### src/include/cio_pkg.sv
// Shared constants and carrier types for the configurable I/O port block
package cio_pkg;

  // Port geometry
  localparam int NUM_PORTS = 7;
  localparam int PORT_W = 8;
  localparam int PORT_D_W = 4;
  localparam int CAP_PORTS = 3;
  localparam int CAP_CELLS = CAP_PORTS * PORT_W;
  localparam int CAP_GROUPS = CAP_CELLS / 4;
  localparam int ADDR_W = 16;
  localparam int BUS_W = 16;

  // Port indices
  localparam logic [2:0] PORT_A = 3'h0;
  localparam logic [2:0] PORT_B = 3'h1;
  localparam logic [2:0] PORT_C = 3'h2;
  localparam logic [2:0] PORT_D = 3'h3;
  localparam logic [2:0] PORT_E = 3'h4;
  localparam logic [2:0] PORT_F = 3'h5;
  localparam logic [2:0] PORT_G = 3'h6;

  // Pin masks per port width
  localparam logic [7:0] MASK_FULL = 8'hff;
  localparam logic [7:0] MASK_NIBBLE = 8'h0f;

  // Memory-map control field
  localparam int MEMMAP_PERIPH_BIT = 7;

  // Values after reset
  localparam logic [7:0] DATA_RST = 8'h00;
  localparam logic [7:0] DIR_RST = 8'h00;
  localparam logic [7:0] CTRL_RST = 8'h00;

  // Host register select
  typedef enum logic [1:0] {
    CIO_REG_DATA = 2'h0,
    CIO_REG_DIR = 2'h1,
    CIO_REG_CTRL = 2'h2
  } cio_reg_t;

  // Read-back source select
  typedef enum logic [2:0] {
    CIO_RB_DATA = 3'h0,
    CIO_RB_MCELL = 3'h1,
    CIO_RB_DIR = 3'h2,
    CIO_RB_CTRL = 3'h3,
    CIO_RB_PIN = 3'h4,
    CIO_RB_CAPTURE = 3'h5
  } cio_rb_t;

  // Capture cell modes
  typedef enum logic [1:0] {
    CIO_CAP_PASS = 2'h0,
    CIO_CAP_LATCH = 2'h1,
    CIO_CAP_REG = 2'h2
  } cio_cap_t;

  // Host register write request
  typedef struct packed {
    logic valid;
    logic [2:0] port;
    cio_reg_t reg_sel;
    logic [7:0] data;
  } cio_host_wr_t;

  // Drive of one port: value and enable per pin
  typedef struct packed {
    logic [7:0] out;
    logic [7:0] oe;
  } cio_drive_t;

endpackage

### src/hdl/cio_port_block.sv
// Seven configurable I/O ports with output mux, drive enable, read-back and capture
//
// Operation
// RQ1: Seven ports A to G, eight pins each, Port D only four.
// RQ2: Each pin configured on its own, by programming or host register writes.
// RQ3: A pin assigned one function serves no other, noted exceptions aside.
// RQ4: Output mux selects data-out, latched address, macrocell or chip select.
// RQ5: Read-back buffer passes exactly one selected source to the host.
// RQ6: Driver enable is enable product term OR direction bit.
// RQ7: Without product term or logic output, direction bit alone enables driver.
// RQ8: Ports A to C have capture cells: latch, edge register or pass-through.
// RQ9: Capture clocked by address latch strobe or a logic-array product term.
// RQ10: Capture outputs feed the logic-array input bus and are host readable.
// RQ11: Programmed modes fixed until reprogramming; others change at run time.
// RQ12: Host I/O everywhere; macrocell banks on A and B; logic inputs A-D, F (only A to C capture outputs reach o_logic_in here).
// RQ13: Address-out on E, F, G; data port on F, G; peripheral on F.
// RQ14: Extra chip-select outputs route only to Port C and Port F.
// RQ15: Data port: Port F carries D0-7, Port G carries D8-15.
// RQ16: Control bit zero on E, F, G puts pin in host I/O mode.
// RQ17: Latched address drives only on product term or direction and control set.
// RQ18: Peripheral I/O on Port F enabled by memory-map control bit seven.
// RQ19: Data port mode on F and G disables their general-purpose I/O.
module cio_port_block #(
  parameter logic [6:0][7:0] LOGIC_OUT_MASK = '0,
  parameter logic [6:0][7:0] OE_PT_MASK = '0,
  parameter logic [6:0][7:0] ECS_MASK = '0,
  parameter logic [23:0][1:0] CAP_MODE = '0,
  parameter logic [5:0] CAP_CLK_PT = '0,
  parameter bit DATA_PORT_EN = 1'b0,
  parameter bit PERIPH_EN = 1'b0,
  parameter bit ADDR_G_HIGH = 1'b0
) (
  // Clock and reset
  input wire logic i_ref_clk,
  input wire logic i_reset,
  // Host register access
  input wire cio_pkg::cio_host_wr_t i_host_wr,
  input wire logic [2:0] i_rb_port,
  input wire cio_pkg::cio_rb_t i_rb_src,
  input wire logic [7:0] i_memmap_ctrl,
  // Logic array
  input wire logic [7:0] i_mcell_a,
  input wire logic [7:0] i_mcell_b,
  input wire logic [7:0] i_ecs,
  input wire logic [6:0][7:0] i_oe_pt,
  input wire logic [5:0] i_capture_pt,
  // Host bus side
  input wire logic [15:0] i_lat_addr,
  input wire logic i_addr_latch_strobe,
  input wire logic [15:0] i_bus_data,
  input wire logic i_bus_data_oe,
  input wire logic [7:0] i_periph_data,
  input wire logic i_periph_oe,
  // Pins
  input wire logic [6:0][7:0] i_pin,
  output cio_pkg::cio_drive_t [6:0] o_pin,
  // Results
  output logic [7:0] o_readback,
  output logic [23:0] o_logic_in,
  output logic [15:0] o_bus_data,
  output logic [7:0] o_periph_data
);

  ////////////////////////////////////////////////////////////////////////////
  // Elaboration checks on the programmed configuration

  // Macrocell outputs only on A and B, chip selects only on C and F
  if ((LOGIC_OUT_MASK[2] | LOGIC_OUT_MASK[3] | LOGIC_OUT_MASK[4] | LOGIC_OUT_MASK[5]
       | LOGIC_OUT_MASK[6]) != 8'h00) begin : g_bad_mcell // [RQ12]
    $error("macrocell outputs allowed on ports A and B only");
  end
  if ((ECS_MASK[0] | ECS_MASK[1] | ECS_MASK[3] | ECS_MASK[4]
       | ECS_MASK[6]) != 8'h00) begin : g_bad_ecs // [RQ14]
    $error("chip-select outputs allowed on ports C and F only");
  end
  // A pin carries one programmed function
  if (DATA_PORT_EN && (PERIPH_EN || ECS_MASK[5] != 8'h00)) begin : g_bad_f // [RQ3]
    $error("port F cannot be data port and carry another function");
  end
  if ((LOGIC_OUT_MASK[3] | OE_PT_MASK[3] | ECS_MASK[3]) > 8'h0f) begin : g_bad_d // [RQ1]
    $error("port D has four pins only");
  end

  ////////////////////////////////////////////////////////////////////////////
  // Helper decodes

  // Pins present on a port
  function automatic logic [7:0] port_mask(input int p);
    port_mask = (p == 3) ? cio_pkg::MASK_NIBBLE : cio_pkg::MASK_FULL; // [RQ1]
  endfunction

  // Port carries a control register
  function automatic logic has_ctrl(input int p);
    has_ctrl = (p >= 4); // [RQ4]
  endfunction

  ////////////////////////////////////////////////////////////////////////////
  // Pin synchronisation
  logic [6:0][7:0] pin_s;
  logic strobe_s;
  cio_sync #(.W(56)) u_pin_sync (
    .i_ref_clk(i_ref_clk),
    .i_reset(i_reset),
    .i_async(i_pin),
    .o_sync(pin_s)
  );
  cio_sync #(.W(1)) u_strobe_sync (
    .i_ref_clk(i_ref_clk),
    .i_reset(i_reset),
    .i_async(i_addr_latch_strobe),
    .o_sync(strobe_s)
  );

  ////////////////////////////////////////////////////////////////////////////
  // Host registers: data out, direction, control
  logic [6:0][7:0] data_q, data_d;
  logic [6:0][7:0] dir_q, dir_d;
  logic [6:0][7:0] ctrl_q, ctrl_d;
  // Whole port byte written at once, masked to the pins present; control ignored on A to D
  always_comb begin
    data_d = data_q;
    dir_d = dir_q;
    ctrl_d = ctrl_q;
    if (i_host_wr.valid && i_host_wr.port < 3'h7) begin // [RQ2]
      unique case (i_host_wr.reg_sel)
        cio_pkg::CIO_REG_DATA: begin
          data_d[i_host_wr.port] = i_host_wr.data & port_mask(int'(i_host_wr.port));
        end
        cio_pkg::CIO_REG_DIR: begin
          dir_d[i_host_wr.port] = i_host_wr.data & port_mask(int'(i_host_wr.port));
        end
        cio_pkg::CIO_REG_CTRL: begin
          if (has_ctrl(int'(i_host_wr.port))) begin // [RQ11]
            ctrl_d[i_host_wr.port] = i_host_wr.data;
          end
        end
        default: ;
      endcase
    end
  end

  always_ff @(posedge i_ref_clk) begin
    if (i_reset) begin
      data_q <= {7{cio_pkg::DATA_RST}};
      dir_q <= {7{cio_pkg::DIR_RST}};
      ctrl_q <= {7{cio_pkg::CTRL_RST}};
    end else begin
      data_q <= data_d;
      dir_q <= dir_d;
      ctrl_q <= ctrl_d;
    end
  end

  ////////////////////////////////////////////////////////////////////////////
  // Input capture cells on ports A to C
  logic [5:0] cap_level;
  logic [5:0] cap_prev_q, cap_prev_d;
  logic [5:0] cap_edge;
  logic [23:0] cap_val;
  // Capture clock per nibble: address strobe or product term
  always_comb begin
    for (int g = 0; g < 6; g++) begin
      cap_level[g] = CAP_CLK_PT[g] ? i_capture_pt[g] : strobe_s; // [RQ9]
      cap_edge[g] = cap_level[g] & ~cap_prev_q[g];
    end
    cap_prev_d = cap_level;
  end

  always_ff @(posedge i_ref_clk) begin
    if (i_reset) begin
      cap_prev_q <= '0;
    end else begin
      cap_prev_q <= cap_prev_d;
    end
  end

  for (genvar c = 0; c < 24; c++) begin : g_cap
    cio_capture_cell #(
      .MODE(cio_pkg::cio_cap_t'(CAP_MODE[c]))
    ) u_cell ( // [RQ8]
      .i_ref_clk(i_ref_clk),
      .i_reset(i_reset),
      .i_level(cap_level[c/4]),
      .i_edge(cap_edge[c/4]),
      .i_pin(pin_s[c/8][c%8]),
      .o_val(cap_val[c])
    );
  end

  ////////////////////////////////////////////////////////////////////////////
  // Output mux and driver enable per pin

  cio_pkg::cio_drive_t [6:0] drive_q, drive_d;
  logic periph_on;
  logic [7:0] addr_src;
  // Programmed modes first, run-time host modes below them
  always_comb begin
    periph_on = PERIPH_EN && i_memmap_ctrl[cio_pkg::MEMMAP_PERIPH_BIT]; // [RQ18]
    drive_d = '0;
    addr_src = 8'h00;
    for (int p = 0; p < 7; p++) begin
      for (int b = 0; b < 8; b++) begin
        // Host I/O default, driver enable is product term OR direction
        drive_d[p].out[b] = data_q[p][b]; // [RQ16]
        drive_d[p].oe[b] = (OE_PT_MASK[p][b] & i_oe_pt[p][b]) | dir_q[p][b]; // [RQ6] [RQ7]
        if (LOGIC_OUT_MASK[p][b]) begin
          drive_d[p].out[b] = (p == 0) ? i_mcell_a[b] : i_mcell_b[b]; // [RQ12] [RQ4]
        end else if (ECS_MASK[p][b]) begin
          drive_d[p].out[b] = i_ecs[b]; // [RQ14]
        end else if (has_ctrl(p) && ctrl_q[p][b]) begin
          addr_src = (p == 6 && ADDR_G_HIGH) ? i_lat_addr[15:8] : i_lat_addr[7:0];
          drive_d[p].out[b] = addr_src[b]; // [RQ13]
          // Only product term or direction with control both set
          drive_d[p].oe[b] = (OE_PT_MASK[p][b] & i_oe_pt[p][b])
                             | (dir_q[p][b] & ctrl_q[p][b]); // [RQ17]
        end
        if (p == 5 && periph_on) begin
          drive_d[p].out[b] = i_periph_data[b]; // [RQ13]
          drive_d[p].oe[b] = i_periph_oe;
        end
        if ((p == 5 || p == 6) && DATA_PORT_EN) begin
          // General I/O is cut off while the port is the data bus
          drive_d[p].out[b] = (p == 5) ? i_bus_data[b] : i_bus_data[8+b]; // [RQ15] [RQ19]
          drive_d[p].oe[b] = i_bus_data_oe;
        end
      end
      drive_d[p].out = drive_d[p].out & port_mask(p); // [RQ1]
      drive_d[p].oe = drive_d[p].oe & port_mask(p);
    end
  end

  always_ff @(posedge i_ref_clk) begin
    if (i_reset) begin
      drive_q <= '0;
    end else begin
      drive_q <= drive_d;
    end
  end

  ////////////////////////////////////////////////////////////////////////////
  // Read-back, capture bus and data returned to the host

  logic [7:0] rb_q, rb_d;
  logic [23:0] logic_in_q, logic_in_d;
  logic [15:0] bus_q, bus_d;
  logic [7:0] periph_q, periph_d;
  // One source passes at a time; absent sources read as zero
  always_comb begin
    rb_d = 8'h00;
    if (i_rb_port < 3'h7) begin
      unique case (i_rb_src)
        cio_pkg::CIO_RB_DATA: rb_d = data_q[i_rb_port]; // [RQ5]
        cio_pkg::CIO_RB_MCELL: begin
          rb_d = (i_rb_port == cio_pkg::PORT_A) ? i_mcell_a :
                 (i_rb_port == cio_pkg::PORT_B) ? i_mcell_b : 8'h00;
        end
        cio_pkg::CIO_RB_DIR: rb_d = dir_q[i_rb_port];
        cio_pkg::CIO_RB_CTRL: rb_d = ctrl_q[i_rb_port];
        cio_pkg::CIO_RB_PIN: rb_d = pin_s[i_rb_port] & port_mask(int'(i_rb_port));
        cio_pkg::CIO_RB_CAPTURE: begin
          rb_d = (i_rb_port <= cio_pkg::PORT_C) ? cap_val[i_rb_port*8 +: 8] : 8'h00; // [RQ10]
        end
        default: rb_d = 8'h00;
      endcase
    end
    logic_in_d = cap_val; // [RQ10]
    bus_d = DATA_PORT_EN ? {pin_s[6], pin_s[5]} : 16'h0000; // [RQ15]
    periph_d = periph_on ? pin_s[5] : 8'h00;
  end

  always_ff @(posedge i_ref_clk) begin
    if (i_reset) begin
      rb_q <= 8'h00;
      logic_in_q <= 24'h000000;
      bus_q <= 16'h0000;
      periph_q <= 8'h00;
    end else begin
      rb_q <= rb_d;
      logic_in_q <= logic_in_d;
      bus_q <= bus_d;
      periph_q <= periph_d;
    end
  end

  assign o_pin = drive_q;
  assign o_readback = rb_q;
  assign o_logic_in = logic_in_q;
  assign o_bus_data = bus_q;
  assign o_periph_data = periph_q;

  ////////////////////////////////////////////////////////////////////////////
  // Assertions

  port_d_upper_a: assert property (@(posedge i_ref_clk) disable iff (i_reset) // [RQ1]
    (o_pin[3].out[7:4] == 4'h0) && (o_pin[3].oe[7:4] == 4'h0))
    else $error("port D upper pins driven");

  ctrl_only_efg_a: assert property (@(posedge i_ref_clk) disable iff (i_reset) // [RQ11]
    ctrl_q[3:0] == 32'h00000000)
    else $error("control bits set on a port without control register");

  host_write_a: assert property (@(posedge i_ref_clk) disable iff (i_reset) // [RQ2]
    i_host_wr.valid && i_host_wr.reg_sel == cio_pkg::CIO_REG_DIR && i_host_wr.port == 3'h0
    |=> dir_q[0] == $past(i_host_wr.data))
    else $error("direction write to port A not stored");

  dir_alone_a: assert property (@(posedge i_ref_clk) disable iff (i_reset) // [RQ7]
    (OE_PT_MASK[0][0] == 1'b0 && LOGIC_OUT_MASK[0][0] == 1'b0)
    |=> o_pin[0].oe[0] == $past(dir_q[0][0]))
    else $error("host pin enable does not follow direction bit");

  host_io_out_a: assert property (@(posedge i_ref_clk) disable iff (i_reset) // [RQ16]
    (!DATA_PORT_EN && ctrl_q[4][0] == 1'b0 && LOGIC_OUT_MASK[4][0] == 1'b0)
    |=> o_pin[4].out[0] == $past(data_q[4][0]))
    else $error("port E pin with control zero not in host I/O");

  addr_out_gate_a: assert property (@(posedge i_ref_clk) disable iff (i_reset) // [RQ17]
    (ctrl_q[4][7] && !dir_q[4][7] && !(OE_PT_MASK[4][7] && i_oe_pt[4][7]))
    |=> !o_pin[4].oe[7])
    else $error("latched address driven without enable");

  data_port_a: assert property (@(posedge i_ref_clk) disable iff (i_reset) // [RQ19]
    DATA_PORT_EN |=> o_pin[6].oe == {8{$past(i_bus_data_oe)}}
                     && o_pin[6].out == $past(i_bus_data[15:8]))
    else $error("port G not following host data bus");

  readback_dir_a: assert property (@(posedge i_ref_clk) disable iff (i_reset) // [RQ5]
    i_rb_src == cio_pkg::CIO_RB_DIR && i_rb_port == cio_pkg::PORT_E
    |=> o_readback == $past(dir_q[4]))
    else $error("read-back does not return direction register");

  capture_bus_a: assert property (@(posedge i_ref_clk) disable iff (i_reset) // [RQ10]
    cio_pkg::cio_cap_t'(CAP_MODE[0]) == cio_pkg::CIO_CAP_PASS
    |=> o_logic_in[0] == $past(pin_s[0][0]))
    else $error("pass-through capture not on logic input bus");

endmodule // cio_port_block

### src/hdl/cio_sync.sv
// Two-stage synchroniser for pin-side levels
module cio_sync #(
  parameter int W = 1
) (
  // Clock and reset
  input wire logic i_ref_clk,
  input wire logic i_reset,
  // Data
  input wire logic [W-1:0] i_async,
  output logic [W-1:0] o_sync
);

  logic [W-1:0] meta_q;
  logic [W-1:0] sync_q;

  // First stage feeds only the second
  always_ff @(posedge i_ref_clk) begin
    if (i_reset) begin
      meta_q <= '0;
      sync_q <= '0;
    end else begin
      meta_q <= i_async;
      sync_q <= meta_q;
    end
  end

  assign o_sync = sync_q;

endmodule // cio_sync

### src/hdl/cio_capture_cell.sv
// One input capture cell: pass-through, transparent latch or edge register
module cio_capture_cell #(
  parameter cio_pkg::cio_cap_t MODE = cio_pkg::CIO_CAP_PASS
) (
  // Clock and reset
  input wire logic i_ref_clk,
  input wire logic i_reset,
  // Capture control
  input wire logic i_level,
  input wire logic i_edge,
  // Data
  input wire logic i_pin,
  output logic o_val
);

  logic held_q;
  logic held_d;

  // Next held value
  always_comb begin
    held_d = held_q;
    if (MODE == cio_pkg::CIO_CAP_LATCH && i_level) begin
      held_d = i_pin;
    end
    if (MODE == cio_pkg::CIO_CAP_REG && i_edge) begin
      held_d = i_pin;
    end
  end

  always_ff @(posedge i_ref_clk) begin
    if (i_reset) begin
      held_q <= 1'b0;
    end else begin
      held_q <= held_d;
    end
  end

  // Latch is transparent while its enable is high
  assign o_val = (MODE == cio_pkg::CIO_CAP_PASS) ? i_pin :
                 (MODE == cio_pkg::CIO_CAP_LATCH && i_level) ? i_pin : held_q;

endmodule // cio_capture_cell

### config.mk
export PLATFORM = sky130hd
export DESIGN_NAME = cio_port_block
export DESIGN_NICKNAME = d
export VERILOG_FILES = /design/src/include/cio_pkg.sv /design/src/hdl/cio_port_block.sv /design/src/hdl/cio_sync.sv /design/src/hdl/cio_capture_cell.sv
export SDC_FILE = /design/constraint.sdc
export NUM_CORES = 1
export LEC_CHECK = 0
export BUFFER_PORTS_ARGS = -buffer_cell sky130_fd_sc_hd__buf_2
export CORE_UTILIZATION = 55
export CTS_BUF_LIST = sky130_fd_sc_hd__clkbuf_2 sky130_fd_sc_hd__clkbuf_4 sky130_fd_sc_hd__clkbuf_8
export CTS_CLUSTER_DIAMETER = 60
export CTS_CLUSTER_SIZE = 30
export DETAILED_ROUTE_END_ITERATION = 16
export PLACE_DENSITY = 0.84
export REMOVE_ABC_BUFFERS = 1
export SLEW_MARGIN = 20
export SYNTH_ARGS = -nofsm -noshare
export SYNTH_HDL_FRONTEND = slang
export SYNTH_SLANG_ARGS = --single-unit
### constraint.sdc
create_clock -name i_ref_clk -period 1.63 [get_ports i_ref_clk]
set_input_delay 0.0815 -clock i_ref_clk [delete_from_list [all_inputs] [get_ports i_ref_clk]]
set_output_delay 0.0815 -clock i_ref_clk [all_outputs]
set_load 0.005 [all_outputs]
==> reports/metrics.cfg <==
[finish]
num-fill-cells=1822
regArea_sq_mm=0.00818
nNetsFinal=1971
stdcell_count=2113
syn2layout_area_growth_pct=24.6
layout-drive-gt1-share_pct=24.6
multi_input_area_sq_mm=0.00612

[synth]
yosys-top-cells-area=dfxtp_1 55%, mux2i_1 10%, nor2b_1 10%, mux4_2 3.2%, nor2_1 3.1%
yosysWarnings=0
synthAdderAreaFrac_pct=0
synthXorXnorAreaFrac_pct=0
netlist_instances=1404
yosysTopAreaCell=dfxtp_1
synth.area.mux_share_pct=14.5
ys_seq_elements=408
netlist.area_leader.share_pct=54.8
synth_top_family_by_area=simple AND/OR/NAND/NOR gates
synth_compound_area_share_pct=5.96
avgSynthCellArea_sq_um=10.6
yosysUniqueCellTypes=54
yosys.area_share.simple_pct=19.6
synth-edff-count=0
ys_seq_area_share_pct=54.8
synthFlopType=dfxtp_1
synthesis.area_sq_mm=0.0149
synth-async-reset-ratio_pct=0

[route]
num_vias=11200
ant_nets=0
routed_via_density=5.30
drc=0
drtPass1Iterations=5
drtIter0Drc=847
post_drt_wl_per_cell_microns=18.4
routed_wirelength_microns=38900

[global_routing]
grt.overflow.total=0
grt_pass1_vias=11100
grt_max_degree=81
antenna_found_initial=5
grt_pass1_wl_microns=60400
grt_usage_pct=27.5

[run_status]
status=finished, violations left
violations=negative setup slack

[worst_setup_path]
slowest_delay_ps=460
crit_type=reg -> reg
cp_num_cells=5
r2r_end=o_readback[0]
critPathMaxFanout=2
worstPathArrival_ps=2200
cp-endpoint=o_readback[0]
crit_chain=mux4_2 -> o211ai_1 -> buf_4 -> o221a_4 -> a31oi_1
end_kind=flop
reg2reg_depth=5
crit_buf_inv=1
start_kind=flop
crit_family=compound AO/OA/AOI/OAI gates
r2r_start=dir_q[16]
required_ps=2120
crit_slowest_cell=mux4_2
reg2reg_slack_ps=-80
crit_path_start=dir_q[16]

[timing]
slew_headroom_pct=65.1
fmax_mhz=585
setup_viol=1
slew_viol_final=0
hold_violations=0
tightest_slew_ps=523
clock_skew_ps=33.2
setup_ws_ps=-79.9
rsz0062_at_grt=true
fin_crit_sh_pct=105
period_needed_ps=1710

[run]
maxCapViolations=0

[pwr]
power_leakage_nw=8.05
powerDensity_mw_per_mm2=948
power_mw=17.6
irDropWorstVdd_uv=698

[cts]
path_clk_slew_ps=160
clkSinkCount=408
clk_latency_ps=620
cts-root-buf=clkbuf_8
htree_levels=1
clock_path_buffers=3
cts_buffers=26
cts_tree=done

[place]
dpl.hpwl_microns=25400
preCtsSetupSlack_ps=-252
place_congestion=0.912
placed_cells=1966
port_buffers=233

[floorplanning]
fp.dieH_microns=167
dieArea_sq_mm=0.0278
start_util_pct=56.6
ioPinCount=383
core_area_sq_mm=0.0264
rows=59
dieWidth_microns=167

[min_path]
hold_class=in -> reg

-- timing repair --
item                                   in CTS  in global routing
resized for setup                           7                  3
pin swaps                                   2                  4
setup buffers                               2                  2
endpoints found under the hold margin     188                  0
hold buffers                               93                  0
setup endpoints to repair                   4                  4
-- state kept, by name, indices dropped and copies added (netlist names) --
| signal | count |
|---|---|
| dir_q | 56 |
| ctrl_q | 56 |
| u_pin_sync.o_sync | 52 |
| o_readback | 8 |
| o_pin | 104 |
| data_q | 56 |
| o_logic_in | 24 |
| u_pin_sync.meta_q | 52 |
-- through the flow --
stage               hold WS, ps  setup TNS [ps]  instance area, sq um  utilization, %
detailed placement          293            -980                 16800            63.9
CTS                        22.3            -156                 18500            70.4
floorplan                   148           -7760                 14300               -
global placement            289           -1010                 16800            63.9
global route               51.5            -264                 18600            70.5
finish                     56.0           -79.9                 18600            70.5
-- routing by layer --
layer / track usage (%) / vias up / wire length [microns]
met2: 48.5 / 510 / 19200
met5: 0 / - / 13
met4: 8.74 / 2 / 967
met1: 34.8 / 5270 / 15800
met3: 3.85 / 78 / 2890
li1: - / 5342 / -
-- where the power goes --
group | switching [mW] | total, mW | leakage, nW | internal [mW]
registers | 0.0678 | 10.2 | 3.32 | 10.1
clock network | 3.92 | 5.96 | 0.351 | 2.04
logic | 0.741 | 1.42 | 4.38 | 0.681
-- worst min path at each step --
stage	startpoint	to	slack, ps	cells past startpoint
after CTS	i_mcell_a[3]	o_readback[3]	20	4
after detailed placement	i_pin[11]	u_pin_sync.meta_q[11]	290	2
after global placement	i_pin[15]	u_pin_sync.meta_q[15]	290	2
final	i_mcell_a[3]	o_readback[3]	60	4
after global routing	i_mcell_a[3]	o_readback[3]	50	4
after floorplan	i_reset	o_pin[80]	150	1
-- synth_stat cells (9+ instances only) --
master and count:
dfxtp_1 408, nor2b_1 240, mux2i_1 154, nor2_1 124, nand2_1 75, clkbuf_1 66
a21oi_1 55, nand3_1 49, buf_4 39, o211ai_1 22, mux4_2 21, buf_2 15
and2_1 13, a31oi_1 11, inv_1 9
-- cell usage in the layout (no fill, tap or decap), types with 6 or more instances in the layout --
cell type	n
a21oi_1	55
a2bb2oi_1	6
a31oi_1	11
and2_1	13
buf_12	18
buf_2	230
buf_4	84
clkbuf_8	28
conb_1	32
dfxtp_1	401
dfxtp_2	7
dlygate4sd3_1	93
inv_1	9
mux2_2	6
mux2i_1	154
mux4_2	21
nand2_1	75
nand3_1	49
nand3b_1	7
nor2_1	124
nor2b_1	239
o211ai_1	22
o221ai_1	8
o2bb2ai_1	6
-- cell type report --
| class | count | share of cell area, % |
|---|---|---|
| well taps | 335 | 2.26 |
| inverters | 9 | 0.182 |
| repair buffers | 426 | 16.6 |
| diodes | 3 | 0.0404 |
| clock buffers | 28 | 2.08 |
| multi-input cells | 885 | 33.0 |
| flip-flops and latches | 408 | 44.0 |
| clock inverters | 19 | 1.83 |
-- cell families after synthesis --
family / after synthesis
AOI/OAI and AO/OA: 130
buffers and inverters: 142
DFF: 408
muxes: 184
other: 1
and+or+nand+nor: 539
-- worst reg2reg max path: stages, from the launching register on --
cell and delay [ps]:
dfxtp_2 350, mux4_2 460, o211ai_1 360, buf_4 190, o221a_4 150, a31oi_1 60
Note: power is estimated with default switching activity, not from simulation.
